$ cat src/hw/dpc_pkg.sv
`default_nettype none

package dpc_pkg;

    localparam int DQ_W       = 16;
    localparam int BA_W       = 3;
    localparam int AD_W       = 14;
    localparam int COL_W      = 10;
    localparam int NUM_BANKS  = 8;
    localparam int NUM_MREGS  = 4;
    localparam int WORD_W     = 2 + DQ_W + BA_W + AD_W + COL_W;
    localparam int FIFO_DEPTH = 8;

    // Command code is {select_n, ras_n, cas_n, we_n}.
    localparam logic [3:0] CMD_MODE_SET  = 4'h0;
    localparam logic [3:0] CMD_PRECHARGE = 4'h2;
    localparam logic [3:0] CMD_ACTIVATE  = 4'h3;
    localparam logic [3:0] CMD_WRITE     = 4'h4;
    localparam logic [3:0] CMD_READ      = 4'h5;

    localparam int MR_BL_LSB  = 0;
    localparam int MR_BT_BIT  = 3;
    localparam int MR_CL_LSB  = 4;
    localparam logic [2:0] BL_EIGHT = 3'h3;
    localparam logic [2:0] CL_MIN   = 3'h1;

    localparam int EMR1_RTT_LO   = 2;
    localparam int EMR1_RTT_HI   = 6;
    localparam int EMR1_COMP_DIS = 10;
    localparam int EMR1_READ_ONLY_STROBE_EN  = 11;

    localparam int PRE_SCOPE_BIT = 10;
    localparam int AUTO_PRE_BIT  = 10;

    localparam logic [1:0] MSEL_MR   = 2'h0;
    localparam logic [1:0] MSEL_EMR1 = 2'h1;

    localparam logic [13:0] MR_RST  = 14'h0032;
    localparam logic [13:0] EMR_RST = 14'h0000;

    typedef enum logic [1:0] {
        RD_IDLE,
        RD_WAIT,
        RD_BURST
    } dpc_rd_e;

endpackage

`default_nettype wire
$ cat src/hw/dpc_fifo.sv
`default_nettype none

module dpc_fifo #(
    parameter int WIDTH = 8,
    parameter int DEPTH = 8
) (
    input  wire logic             mclk,
    input  wire logic             rst_n,
    input  wire logic             in_valid,
    output logic                  in_ready,
    input  wire logic [WIDTH-1:0] in_data,
    output logic                  out_valid,
    input  wire logic             out_ready,
    output logic      [WIDTH-1:0] out_data
);

    localparam int AW = $clog2(DEPTH);
    localparam logic [AW:0] FULL = (AW + 1)'(DEPTH);

    logic [WIDTH-1:0] mem [DEPTH];
    logic [AW-1:0]    wr_ptr;
    logic [AW-1:0]    rd_ptr;
    logic [AW:0]      count;

    wire push = in_valid && in_ready;
    // The output register is refilled whenever it is empty or being drained.
    wire load = (count != '0) && (!out_valid || out_ready);

    assign in_ready = (count != FULL);

    always_ff @(posedge mclk or negedge rst_n) begin
        if (!rst_n) begin
            wr_ptr    <= '0;
            rd_ptr    <= '0;
            count     <= '0;
            out_valid <= 1'b0;
            out_data  <= '0;
        end else begin
            if (push) begin
                wr_ptr <= wr_ptr + AW'(1);
            end
            if (load) begin
                rd_ptr <= rd_ptr + AW'(1);
            end
            count <= count + {{AW{1'b0}}, push} - {{AW{1'b0}}, load};
            if (load) begin
                out_valid <= 1'b1;
                out_data  <= mem[rd_ptr];
            end else if (out_ready) begin
                out_valid <= 1'b0;
            end
        end
    end

    always_ff @(posedge mclk) begin
        if (push) begin
            mem[wr_ptr] <= in_data;
        end
    end

endmodule

`default_nettype wire

$ cat src/hw/dpc_pin_cmd.sv
// Operation
// - Fully masked write beats are discarded.
// - Mask sampled on both strobe edges.
// - x8 mask pin may become read strobe.
// - Bank select names the command's bank.
// - Bank select picks which mode register.
// - Scope bit: one bank or all banks.
// - Mode register value taken from address.
// - Strobe driven on reads, received on writes.
// - Lower strobe low byte, upper high byte.
// - Complement strobes switched by register bit.
// - Registered termination input enables termination.
// - x16 termination covers data, strobes, masks.
// - Termination input ignored when disabled.
// - Bursts of four or eight, programmed order.
// - Activate takes bank and row address.
// - Read/write take column and auto-precharge.
// - Commands ignored while select is high.
`default_nettype none

module dpc_pin_cmd (
    input  wire logic                       MCLK,
    input  wire logic                       RESETN,
    input  wire logic                       X16_PART,
    input  wire logic                       CK,
    input  wire logic                       CKE,
    input  wire logic                       CS_N,
    input  wire logic                       RAS_N,
    input  wire logic                       CAS_N,
    input  wire logic                       WE_N,
    input  wire logic [dpc_pkg::BA_W-1:0]   BANK_SELECT,
    input  wire logic [dpc_pkg::AD_W-1:0]   ROW_COL_ADDRESS,
    input  wire logic                       TERMINATION_CONTROL,
    input  wire logic [dpc_pkg::DQ_W-1:0]   DQ_I,
    output logic      [dpc_pkg::DQ_W-1:0]   DQ_O,
    output logic                            DQ_OE,
    input  wire logic                       LOWER_BYTE_STROBE_I,
    output logic                            LOWER_BYTE_STROBE_O,
    output logic                            LOWER_BYTE_STROBE_OE,
    output logic                            LOWER_BYTE_STROBE_N_O,
    output logic                            LOWER_BYTE_STROBE_N_OE,
    input  wire logic                       UPPER_BYTE_STROBE_I,
    output logic                            UPPER_BYTE_STROBE_O,
    output logic                            UPPER_BYTE_STROBE_OE,
    output logic                            UPPER_BYTE_STROBE_N_O,
    output logic                            UPPER_BYTE_STROBE_N_OE,
    input  wire logic                       LOWER_BYTE_WRITE_MASK,
    input  wire logic                       UPPER_BYTE_WRITE_MASK,
    output logic                            READ_ONLY_STROBE_O,
    output logic                            READ_ONLY_STROBE_OE,
    output logic                            TERM_DQ_EN,
    output logic                            TERM_STROBE_EN,
    output logic                            TERM_MASK_EN,
    output logic      [dpc_pkg::AD_W-1:0]   MODE_REG,
    output logic      [dpc_pkg::AD_W-1:0]   EXT_MODE_REG_ONE,
    output logic      [dpc_pkg::AD_W-1:0]   EXT_MODE_REG_TWO,
    output logic      [dpc_pkg::AD_W-1:0]   EXT_MODE_REG_THREE,
    output logic      [dpc_pkg::NUM_BANKS-1:0] BANK_OPEN,
    output logic      [dpc_pkg::BA_W-1:0]   RD_ADDR_BANK,
    output logic      [dpc_pkg::AD_W-1:0]   RD_ADDR_ROW,
    output logic      [dpc_pkg::COL_W-1:0]  RD_ADDR_COL,
    input  wire logic [dpc_pkg::DQ_W-1:0]   RD_DATA,
    output logic                            WR_VALID,
    input  wire logic                       WR_READY,
    output logic      [dpc_pkg::WORD_W-1:0] WR_DATA,
    output logic                            WR_OVERRUN
);
    import dpc_pkg::*;

    localparam int PIN_W = 12 + BA_W + AD_W + DQ_W;

    function automatic logic [COL_W-1:0] beat_col(input logic [COL_W-1:0] c,
                                                  input logic [2:0] i,
                                                  input logic eight,
                                                  input logic inter);
        logic [2:0] low;
        low = inter ? (c[2:0] ^ i) : (c[2:0] + i);
        return eight ? {c[COL_W-1:3], low} : {c[COL_W-1:2], low[1:0]};
    endfunction

    // Every pin passes three flops; a bit is accepted once stages two and three agree.
    logic [PIN_W-1:0] s1, s2, s3, pin;
    wire  [PIN_W-1:0] pin_raw = {CK, CKE, CS_N, RAS_N, CAS_N, WE_N, BANK_SELECT,
                                 ROW_COL_ADDRESS, TERMINATION_CONTROL, UPPER_BYTE_STROBE_I,
                                 LOWER_BYTE_STROBE_I, UPPER_BYTE_WRITE_MASK,
                                 LOWER_BYTE_WRITE_MASK, DQ_I, X16_PART};
    wire  [PIN_W-1:0] next_pin = (s3 & ~(s2 ^ s3)) | (pin & (s2 ^ s3));

    always_ff @(posedge MCLK or negedge RESETN) begin
        if (!RESETN) begin
            s1  <= '0;
            s2  <= '0;
            s3  <= '0;
            pin <= '0;
        end else begin
            s1  <= pin_raw;
            s2  <= s1;
            s3  <= s2;
            pin <= next_pin;
        end
    end

    wire            ck, cke, cs_n, ras_n, cas_n, we_n, termination_control, x16;
    wire [BA_W-1:0] ba;
    wire [AD_W-1:0] addr;
    wire [1:0]      stb, dmask;
    wire [DQ_W-1:0] dq;
    assign {ck, cke, cs_n, ras_n, cas_n, we_n, ba, addr, termination_control, stb, dmask, dq, x16} = pin;

    logic       ck_prev;
    logic [1:0] stb_prev;
    wire        ck_rise = ck & ~ck_prev;
    wire        ck_edge = ck ^ ck_prev;

    wire [3:0] cmd    = {cs_n, ras_n, cas_n, we_n};
    wire       cmd_ok = ck_rise & cke & ~cs_n;
    wire       is_mrs = cmd_ok && cmd == CMD_MODE_SET && !ba[BA_W-1];
    wire       is_pre = cmd_ok && cmd == CMD_PRECHARGE;
    wire       is_act = cmd_ok && cmd == CMD_ACTIVATE;
    wire       is_rd  = cmd_ok && cmd == CMD_READ;
    wire       is_wr  = cmd_ok && cmd == CMD_WRITE;

    logic [AD_W-1:0] mreg [NUM_MREGS];
    assign MODE_REG           = mreg[0];
    assign EXT_MODE_REG_ONE   = mreg[1];
    assign EXT_MODE_REG_TWO   = mreg[2];
    assign EXT_MODE_REG_THREE = mreg[3];

    wire [AD_W-1:0] emr1    = mreg[MSEL_EMR1];
    wire            bl8     = mreg[MSEL_MR][MR_BL_LSB +: 3] == BL_EIGHT;
    wire            inter   = mreg[MSEL_MR][MR_BT_BIT];
    wire [2:0]      cl      = mreg[MSEL_MR][MR_CL_LSB +: 3];
    wire [2:0]      cl_eff  = (cl == 3'h0) ? CL_MIN : cl;
    wire [3:0]      nbeats  = bl8 ? 4'h8 : 4'h4;
    wire [2:0]      last_bt = bl8 ? 3'h7 : 3'h3;
    wire            read_only_strobe_en = ~x16 & emr1[EMR1_READ_ONLY_STROBE_EN];
    wire            comp_en = ~emr1[EMR1_COMP_DIS];
    wire            rtt_on  = emr1[EMR1_RTT_HI] | emr1[EMR1_RTT_LO];

    logic [AD_W-1:0]      open_row [NUM_BANKS];
    logic [NUM_BANKS-1:0] bank_open, next_bank_open;
    assign BANK_OPEN = bank_open;

    // Read engine state.
    dpc_rd_e          rd_state;
    logic [3:0]       rd_hc, rd_beat;
    logic [BA_W-1:0]  rd_bank;
    logic [AD_W-1:0]  rd_row;
    logic [COL_W-1:0] rd_col;
    logic             rd_ap, rd_strobe, rd_oe;

    // Write engine state.
    logic             wr_active, wr_ap;
    logic [BA_W-1:0]  wr_bank;
    logic [AD_W-1:0]  wr_row;
    logic [COL_W-1:0] wr_col;
    logic [2:0]       wr_beat;
    logic             lane_has [2];
    logic             lane_mask [2];
    logic [7:0]       lane_byte [2];

    // Accesses to a closed bank are dropped; the controller opens rows first.
    wire idle     = rd_state == RD_IDLE && !wr_active;
    wire rd_start = is_rd && bank_open[ba] && idle;
    wire wr_start = is_wr && bank_open[ba] && idle;
    wire rd_pre   = rd_state == RD_WAIT && ck_edge && rd_hc == 4'h1;
    wire rd_now   = rd_state == RD_BURST && ck_edge && rd_beat != nbeats;
    wire rd_done  = rd_state == RD_BURST && ck_edge && rd_beat == nbeats;
    wire next_strobe = rd_pre ? 1'b0 : (rd_now ? ~rd_strobe : rd_strobe);
    wire next_oe     = rd_pre | (rd_oe & ~rd_done);

    wire       pair_done = lane_has[0] & (lane_has[1] | ~x16);
    wire [1:0] keep      = {x16 & ~lane_mask[1], ~lane_mask[0]};
    wire       fifo_push = pair_done && keep != 2'h0;
    wire       fifo_rdy;
    wire       wr_last   = pair_done && wr_beat == last_bt;
    wire       ap_close  = (rd_done & rd_ap) | (wr_last & wr_ap);
    wire [BA_W-1:0]   ap_bank  = rd_done ? rd_bank : wr_bank;
    wire [COL_W-1:0]  wr_cur   = beat_col(wr_col, wr_beat, bl8, inter);
    wire [WORD_W-1:0] fifo_in  = {keep, lane_byte[1], lane_byte[0], wr_bank, wr_row, wr_cur};

    always_comb begin
        next_bank_open = bank_open;
        if (ap_close) begin
            next_bank_open[ap_bank] = 1'b0;
        end
        if (is_pre) begin
            if (addr[PRE_SCOPE_BIT]) begin
                next_bank_open = '0;
            end else begin
                next_bank_open[ba] = 1'b0;
            end
        end
        if (is_act) begin
            next_bank_open[ba] = 1'b1;
        end
    end

    always_ff @(posedge MCLK or negedge RESETN) begin
        if (!RESETN) begin
            ck_prev   <= 1'b0;
            stb_prev  <= 2'h0;
            bank_open <= '0;
            for (int i = 0; i < NUM_MREGS; i++) begin
                mreg[i] <= (i == 0) ? MR_RST : EMR_RST;
            end
            for (int i = 0; i < NUM_BANKS; i++) begin
                open_row[i] <= '0;
            end
        end else begin
            ck_prev   <= ck;
            stb_prev  <= stb;
            bank_open <= next_bank_open;
            if (is_mrs) begin
                mreg[ba[1:0]] <= addr;
            end
            if (is_act) begin
                open_row[ba] <= addr;
            end
        end
    end

    // Read: preamble one half clock before the first beat, data on every clock edge.
    always_ff @(posedge MCLK or negedge RESETN) begin
        if (!RESETN) begin
            rd_state <= RD_IDLE;
            rd_hc    <= 4'h0;
            rd_beat  <= 4'h0;
            rd_bank  <= '0;
            rd_row   <= '0;
            rd_col   <= '0;
            rd_ap    <= 1'b0;
        end else begin
            unique case (rd_state)
                RD_IDLE: begin
                    if (rd_start) begin
                        rd_state <= RD_WAIT;
                        rd_hc    <= {cl_eff, 1'b0} - 4'h1;
                        rd_bank  <= ba;
                        rd_row   <= open_row[ba];
                        rd_col   <= addr[COL_W-1:0];
                        rd_ap    <= addr[AUTO_PRE_BIT];
                    end
                end
                RD_WAIT: begin
                    if (ck_edge) begin
                        rd_hc <= rd_hc - 4'h1;
                    end
                    if (rd_pre) begin
                        rd_state <= RD_BURST;
                        rd_beat  <= 4'h0;
                    end
                end
                RD_BURST: begin
                    if (rd_now) begin
                        rd_beat <= rd_beat + 4'h1;
                    end
                    if (rd_done) begin
                        rd_state <= RD_IDLE;
                    end
                end
            endcase
        end
    end

    always_ff @(posedge MCLK or negedge RESETN) begin
        if (!RESETN) begin
            rd_oe                  <= 1'b0;
            rd_strobe              <= 1'b0;
            DQ_O                   <= '0;
            DQ_OE                  <= 1'b0;
            LOWER_BYTE_STROBE_N_O  <= 1'b1;
            UPPER_BYTE_STROBE_N_O  <= 1'b1;
            LOWER_BYTE_STROBE_OE   <= 1'b0;
            UPPER_BYTE_STROBE_OE   <= 1'b0;
            LOWER_BYTE_STROBE_N_OE <= 1'b0;
            UPPER_BYTE_STROBE_N_OE <= 1'b0;
            READ_ONLY_STROBE_O     <= 1'b0;
            READ_ONLY_STROBE_OE    <= 1'b0;
            RD_ADDR_COL            <= '0;
        end else begin
            rd_oe                  <= next_oe;
            rd_strobe              <= next_strobe;
            DQ_OE                  <= next_oe;
            if (rd_now) begin
                DQ_O <= RD_DATA;
            end
            LOWER_BYTE_STROBE_N_O  <= ~next_strobe;
            UPPER_BYTE_STROBE_N_O  <= ~next_strobe;
            LOWER_BYTE_STROBE_OE   <= next_oe;
            UPPER_BYTE_STROBE_OE   <= next_oe & x16;
            LOWER_BYTE_STROBE_N_OE <= next_oe & comp_en;
            UPPER_BYTE_STROBE_N_OE <= next_oe & x16 & comp_en;
            READ_ONLY_STROBE_O     <= next_strobe;
            READ_ONLY_STROBE_OE    <= next_oe & read_only_strobe_en;
            if (rd_pre) begin
                RD_ADDR_COL <= beat_col(rd_col, 3'h0, bl8, inter);
            end else if (rd_now) begin
                RD_ADDR_COL <= beat_col(rd_col, rd_beat[2:0] + 3'h1, bl8, inter);
            end
        end
    end

    assign LOWER_BYTE_STROBE_O = rd_strobe;
    assign UPPER_BYTE_STROBE_O = rd_strobe;
    assign RD_ADDR_BANK        = rd_bank;
    assign RD_ADDR_ROW         = rd_row;

    // Write: each byte lane captures data and mask on both edges of its own strobe.
    genvar g;
    generate
        for (g = 0; g < 2; g++) begin : g_lane
            wire take = wr_active & (stb[g] ^ stb_prev[g]);
            always_ff @(posedge MCLK or negedge RESETN) begin
                if (!RESETN) begin
                    lane_has[g]  <= 1'b0;
                    lane_mask[g] <= 1'b0;
                    lane_byte[g] <= 8'h00;
                end else begin
                    lane_has[g] <= take | (lane_has[g] & ~pair_done);
                    if (take) begin
                        lane_byte[g] <= dq[8*g +: 8];
                        lane_mask[g] <= dmask[g] & ~((g == 0) & read_only_strobe_en);
                    end
                end
            end
        end
    endgenerate

    always_ff @(posedge MCLK or negedge RESETN) begin
        if (!RESETN) begin
            wr_active  <= 1'b0;
            wr_ap      <= 1'b0;
            wr_bank    <= '0;
            wr_row     <= '0;
            wr_col     <= '0;
            wr_beat    <= 3'h0;
            WR_OVERRUN <= 1'b0;
        end else begin
            if (wr_start) begin
                wr_active <= 1'b1;
                wr_bank   <= ba;
                wr_row    <= open_row[ba];
                wr_col    <= addr[COL_W-1:0];
                wr_ap     <= addr[AUTO_PRE_BIT];
                wr_beat   <= 3'h0;
            end else if (pair_done) begin
                wr_beat <= wr_beat + 3'h1;
                if (wr_last) begin
                    wr_active <= 1'b0;
                end
            end
            // The link cannot be stalled, so a beat that finds the buffer full is lost.
            if (fifo_push && !fifo_rdy) begin
                WR_OVERRUN <= 1'b1;
            end
        end
    end

    dpc_fifo #(
        .WIDTH(WORD_W),
        .DEPTH(FIFO_DEPTH)
    ) u_fifo (
        .mclk     (MCLK),
        .rst_n    (RESETN),
        .in_valid (fifo_push),
        .in_ready (fifo_rdy),
        .in_data  (fifo_in),
        .out_valid(WR_VALID),
        .out_ready(WR_READY),
        .out_data (WR_DATA)
    );

    // Termination follows the input registered on the clock's rising edge.
    logic odt_reg;
    wire  next_term = odt_reg & rtt_on;

    always_ff @(posedge MCLK or negedge RESETN) begin
        if (!RESETN) begin
            odt_reg        <= 1'b0;
            TERM_DQ_EN     <= 1'b0;
            TERM_STROBE_EN <= 1'b0;
            TERM_MASK_EN   <= 1'b0;
        end else begin
            if (ck_rise) begin
                odt_reg <= termination_control;
            end
            TERM_DQ_EN     <= next_term;
            TERM_STROBE_EN <= next_term;
            TERM_MASK_EN   <= next_term & ~read_only_strobe_en;
        end
    end
endmodule

`default_nettype wire

$ cat config.mk
export PLATFORM = sky130hd
export DESIGN_NAME = dpc_pin_cmd
export DESIGN_NICKNAME = d
export VERILOG_FILES = /design/src/hw/dpc_pkg.sv /design/src/hw/dpc_fifo.sv /design/src/hw/dpc_pin_cmd.sv
export SDC_FILE = /design/constraint.sdc
export NUM_CORES = 1
export LEC_CHECK = 0
export ABC_AREA = 1
export BUFFER_PORTS_ARGS = -buffer_cell sky130_fd_sc_hd__buf_2
export CAP_MARGIN = 10
export CORE_ASPECT_RATIO = 1.5
export CORE_MARGIN = 8
export CORE_UTILIZATION = 62
export DETAILED_ROUTE_END_ITERATION = 8
export GPL_TIMING_DRIVEN = 1
export PLACE_DENSITY = 0.81
export SYNTH_ARGS = -nofsm -noshare
export SYNTH_HDL_FRONTEND = slang
export SYNTH_SLANG_ARGS = --single-unit
$ cat constraint.sdc
create_clock -name MCLK -period 10.2 [get_ports MCLK]
set_clock_uncertainty 0.2 [all_clocks]
set_input_delay 3.06 -clock MCLK [delete_from_list [all_inputs] [get_ports MCLK]]
set_output_delay 3.06 -clock MCLK [all_outputs]
set_load 0.005 [all_outputs]
==> impl_metrics.tcl <==
set metrics [dict create \
    top_layer "met5" \
    syn_nets 2888 \
    synth.distinct_cells 45 \
    viasPerCell 6.15 \
    vias 22900 \
    worst_pin_slew_ns 1.17 \
    drive_above_1_share_pct 14.4 \
    synthTopCellsByArea "dfrtp_1 (40%), edfxtp_1 (32%), nand2_1 (6.4%)" \
    fp.dieH_um 302 \
    top_regs "u_fifo.mem x360, open_row x112" \
    holdPathEnd "s2[16]$_DFF_PN0_" \
    slew_viol_final 0 \
    cp.required_ns 10.52 \
    first_pass_iters 6 \
    m1WireLength_mm 30.7 \
    synth_fa_ha_area_share_pct 2.33 \
    fin_crit_sh_pct 47.4 \
    drt_iter0_drc 2596 \
    reg2reg_to "rd_hc[2]$_DFFE_PN0P_" \
    ir_drop_mv 0.181 \
    rows 105 \
    holdCritStartpoint "s1[16]$_DFF_PN0_" \
    fp.dieArea_sq_um 62300 \
    place.gp.congestion 0.893 \
    dieWidth_um 207 \
    cts_hold_buffers 0 \
    start_util_pct 62.2 \
    synth_top_family_by_area "simple AND/OR/NAND/NOR gates" \
    powerDensity_nw_per_um2 252 \
    worst_hold_path_type "reg -> reg" \
    route.met2.wl_mm 43.5 \
    largest_reg_flops 360 \
    slew_headroom_pct 21.7 \
    cts_max_path_buffers 3 \
    synth_seq_cells 902 \
    synth-edff-count 360 \
    setup_viol_count_final 0 \
    regMostFlops "u_fifo.mem" \
    crit_start "WR_READY" \
    crit_path_max_fanout 51 \
    grt_pass1_wl_mm 131 \
    synthesis.instances 2799 \
    ys_seq_area_share_pct 72.2 \
    yosys.area_share.simple_pct 11.0 \
    overflow 0 \
    drc 0 \
    yosysTopAreaCell "dfrtp_1" \
    post_cts_buffers 0 \
    synthToLayoutAreaGrowth_pct 12.6 \
    synth_top_area_share_pct 39.9 \
    worstSetupPathType "in -> reg" \
    end_kind "flip-flop" \
    hpwl_mm 49.9 \
    antenna_found_initial 2 \
    synthFlopType "dfrtp_1" \
    rsz0062_at_grt "false" \
    io_pins 232 \
    holdWs_ns 0.122 \
    max_freq_ghz 0.207 \
    synth_mux_area_share_pct 0.508 \
    reg2reg_slack_ns 6.40 \
    wirelength_mm 85.3 \
    drv_cap 0 \
    clock-root-buffer "clkbuf_16" \
    p_total_w 0.00956 \
    grtUsageTotal_pct 27.5 \
    final_hold_viol_count 0 \
    cp.arrival_ns 5.16 \
    io_buffers 231 \
    fin_setup_tns_ns 0 \
    placed_cells 3585 \
    leakagePower_nw 16.1 \
    hold_depth 0 \
    synth-xor-area-share_pct 0.363 \
    grt_pass1_vias 23200 \
    synth_compound_area_share_pct 10.3 \
    crit_path_start_kind "input pin" \
    ant_nets 0 \
    grt_max_degree 187 \
    r2r_cells 10 \
    cts_buffers 81 \
    clkTransAtPathRegs_ns 0.06 \
    synth_area_sq_um 33800 \
    drt-wirelength-per-cell_um 22.8 \
    finalNetCount 3062 \
    outcome "complete, no violations" \
    final_cells 3733 \
    core_sq_um 54300 \
    clock-sinks 902 \
    async_flop_share_pct 60.1 \
    cts_resized 0 \
    wl_met3_mm 6.81 \
    yosys_warnings 0 \
    synth_area_per_cell_sq_um 12.1 \
    htreeDepth 3 \
    utilization_pct 70.0 \
    tritoncts "built" \
    post-route-min-period_ns 4.83 \
    clock_latency_ns 0.65 \
]
[cell type report]
class | count | area (sq um)
Antenna cell | 1 | 2.50
Clock buffer | 113 | 2330
Clock inverter | 34 | 355
Fill cell | 3538 | 16300
Inverter | 86 | 327
Multi-Input combinational cell | 1647 | 8370
Sequential cell | 902 | 24400
Tap cell | 695 | 870
Timing Repair Buffer | 255 | 1370
[kinds of logic (layout without fill, tap and decap cells)]
group | Yosys count | in the layout
fa+ha+maj | 70 | 70
compound gates | 610 | 610
simple gates | 937 | 937
other cells | 0 | 1
buf+inv | 250 | 488
flops | 902 | 902
xor+xnor | 14 | 14
mux | 16 | 16
[Yosys cell counts, types with 2 or more instances]
cell	number
nand2_1	577
dfrtp_1	538
o21ai_0	414
edfxtp_1	360
nor2_1	253
clkbuf_1	95
o221ai_1	80
inv_1	77
nand3_1	65
o21ai_1	47
maj3_1	45
buf_2	40
o211ai_1	27
ha_1	22
o22ai_1	17
buf_4	14
a21oi_1	13
nor3_1	10
buf_6	9
mux2_2	9
nand4_1	9
xor2_1	8
mux2i_1	7
nand2_2	6
xnor2_1	6
buf_1	5
clkinv_1	5
or2_2	5
a21boi_0	4
a22oi_1	4
dfstp_2	4
inv_2	4
nor2_2	4
fa_1	3
nand3b_1	2
nor3_4	2
[worst max-delay path: stages]
cell and delay, ns:
buf_2 0.08, nor2_1 0.06, a31oi_4 0.13, buf_4 0.62
ha_1 0.35, inv_1 0.06, ha_1 0.17, inv_1 0.07
fa_1 0.52, inv_1 0.05
[power by group]
part / internal [W] / switching [W]
clock: 0.00170 / 0.00134
combinational: 0.000646 / 0.00126
sequential: 0.00420 / 0.000414
[per-layer routing]
metal  track usage (%)  vias to the layer above
met5                 0                        -
met4              14.6                        2
met3              4.13                      277
met2              46.4                     1270
met1              33.9                    11400
li1                  -                     9984
[through the flow]
stage | setup WS [ns] | area, sq um
2_1_floorplan | 5.12 | 33800
3_3_place_gp | 4.77 | 35300
3_5_place_dp | 4.74 | 35300
4_1_cts | 5.41 | 38000
5_1_grt | 5.28 | 38000
6_report | 5.37 | 38000
[worst max path at each step]
stage | slack [ns] | to
detailed placement | 4.74 | u_fifo.count[1]$_DFF_PN0_
global placement | 4.77 | u_fifo.count[1]$_DFF_PN0_
CTS | 5.41 | u_fifo.count[1]$_DFF_PN0_
finish | 5.37 | u_fifo.count[1]$_DFF_PN0_
floorplan | 5.12 | u_fifo.count[2]$_DFF_PN0_
global route | 5.28 | u_fifo.count[1]$_DFF_PN0_
[placed cells by master (no fill, tap or decap), types with 7 or more instances in the layout]
cell type / synthesis / routed
dfrtp_1: 538 / 536
edfxtp_1: 360 / 360
inv_1: 77 / 76
nand2_1: 577 / 575
clkbuf_1: 95 / 17
buf_4: 14 / 22
nor2_1: 253 / 245
a21oi_1: 13 / 13
clkbuf_16: 0 / 84
mux2_2: 9 / 9
o211ai_1: 27 / 27
o21ai_1: 47 / 47
buf_2: 40 / 230
ha_1: 22 / 22
clkinv_2: 0 / 15
nor3_1: 10 / 9
o21ai_0: 414 / 414
nand2_2: 6 / 8
o22ai_1: 17 / 17
xor2_1: 8 / 8
clkbuf_8: 0 / 12
nand4_1: 9 / 9
maj3_1: 45 / 45
mux2i_1: 7 / 7
nor2_4: 0 / 9
nand3_1: 65 / 65
o221ai_1: 80 / 80
Note: power is estimated with default switching activity, not from simulation.
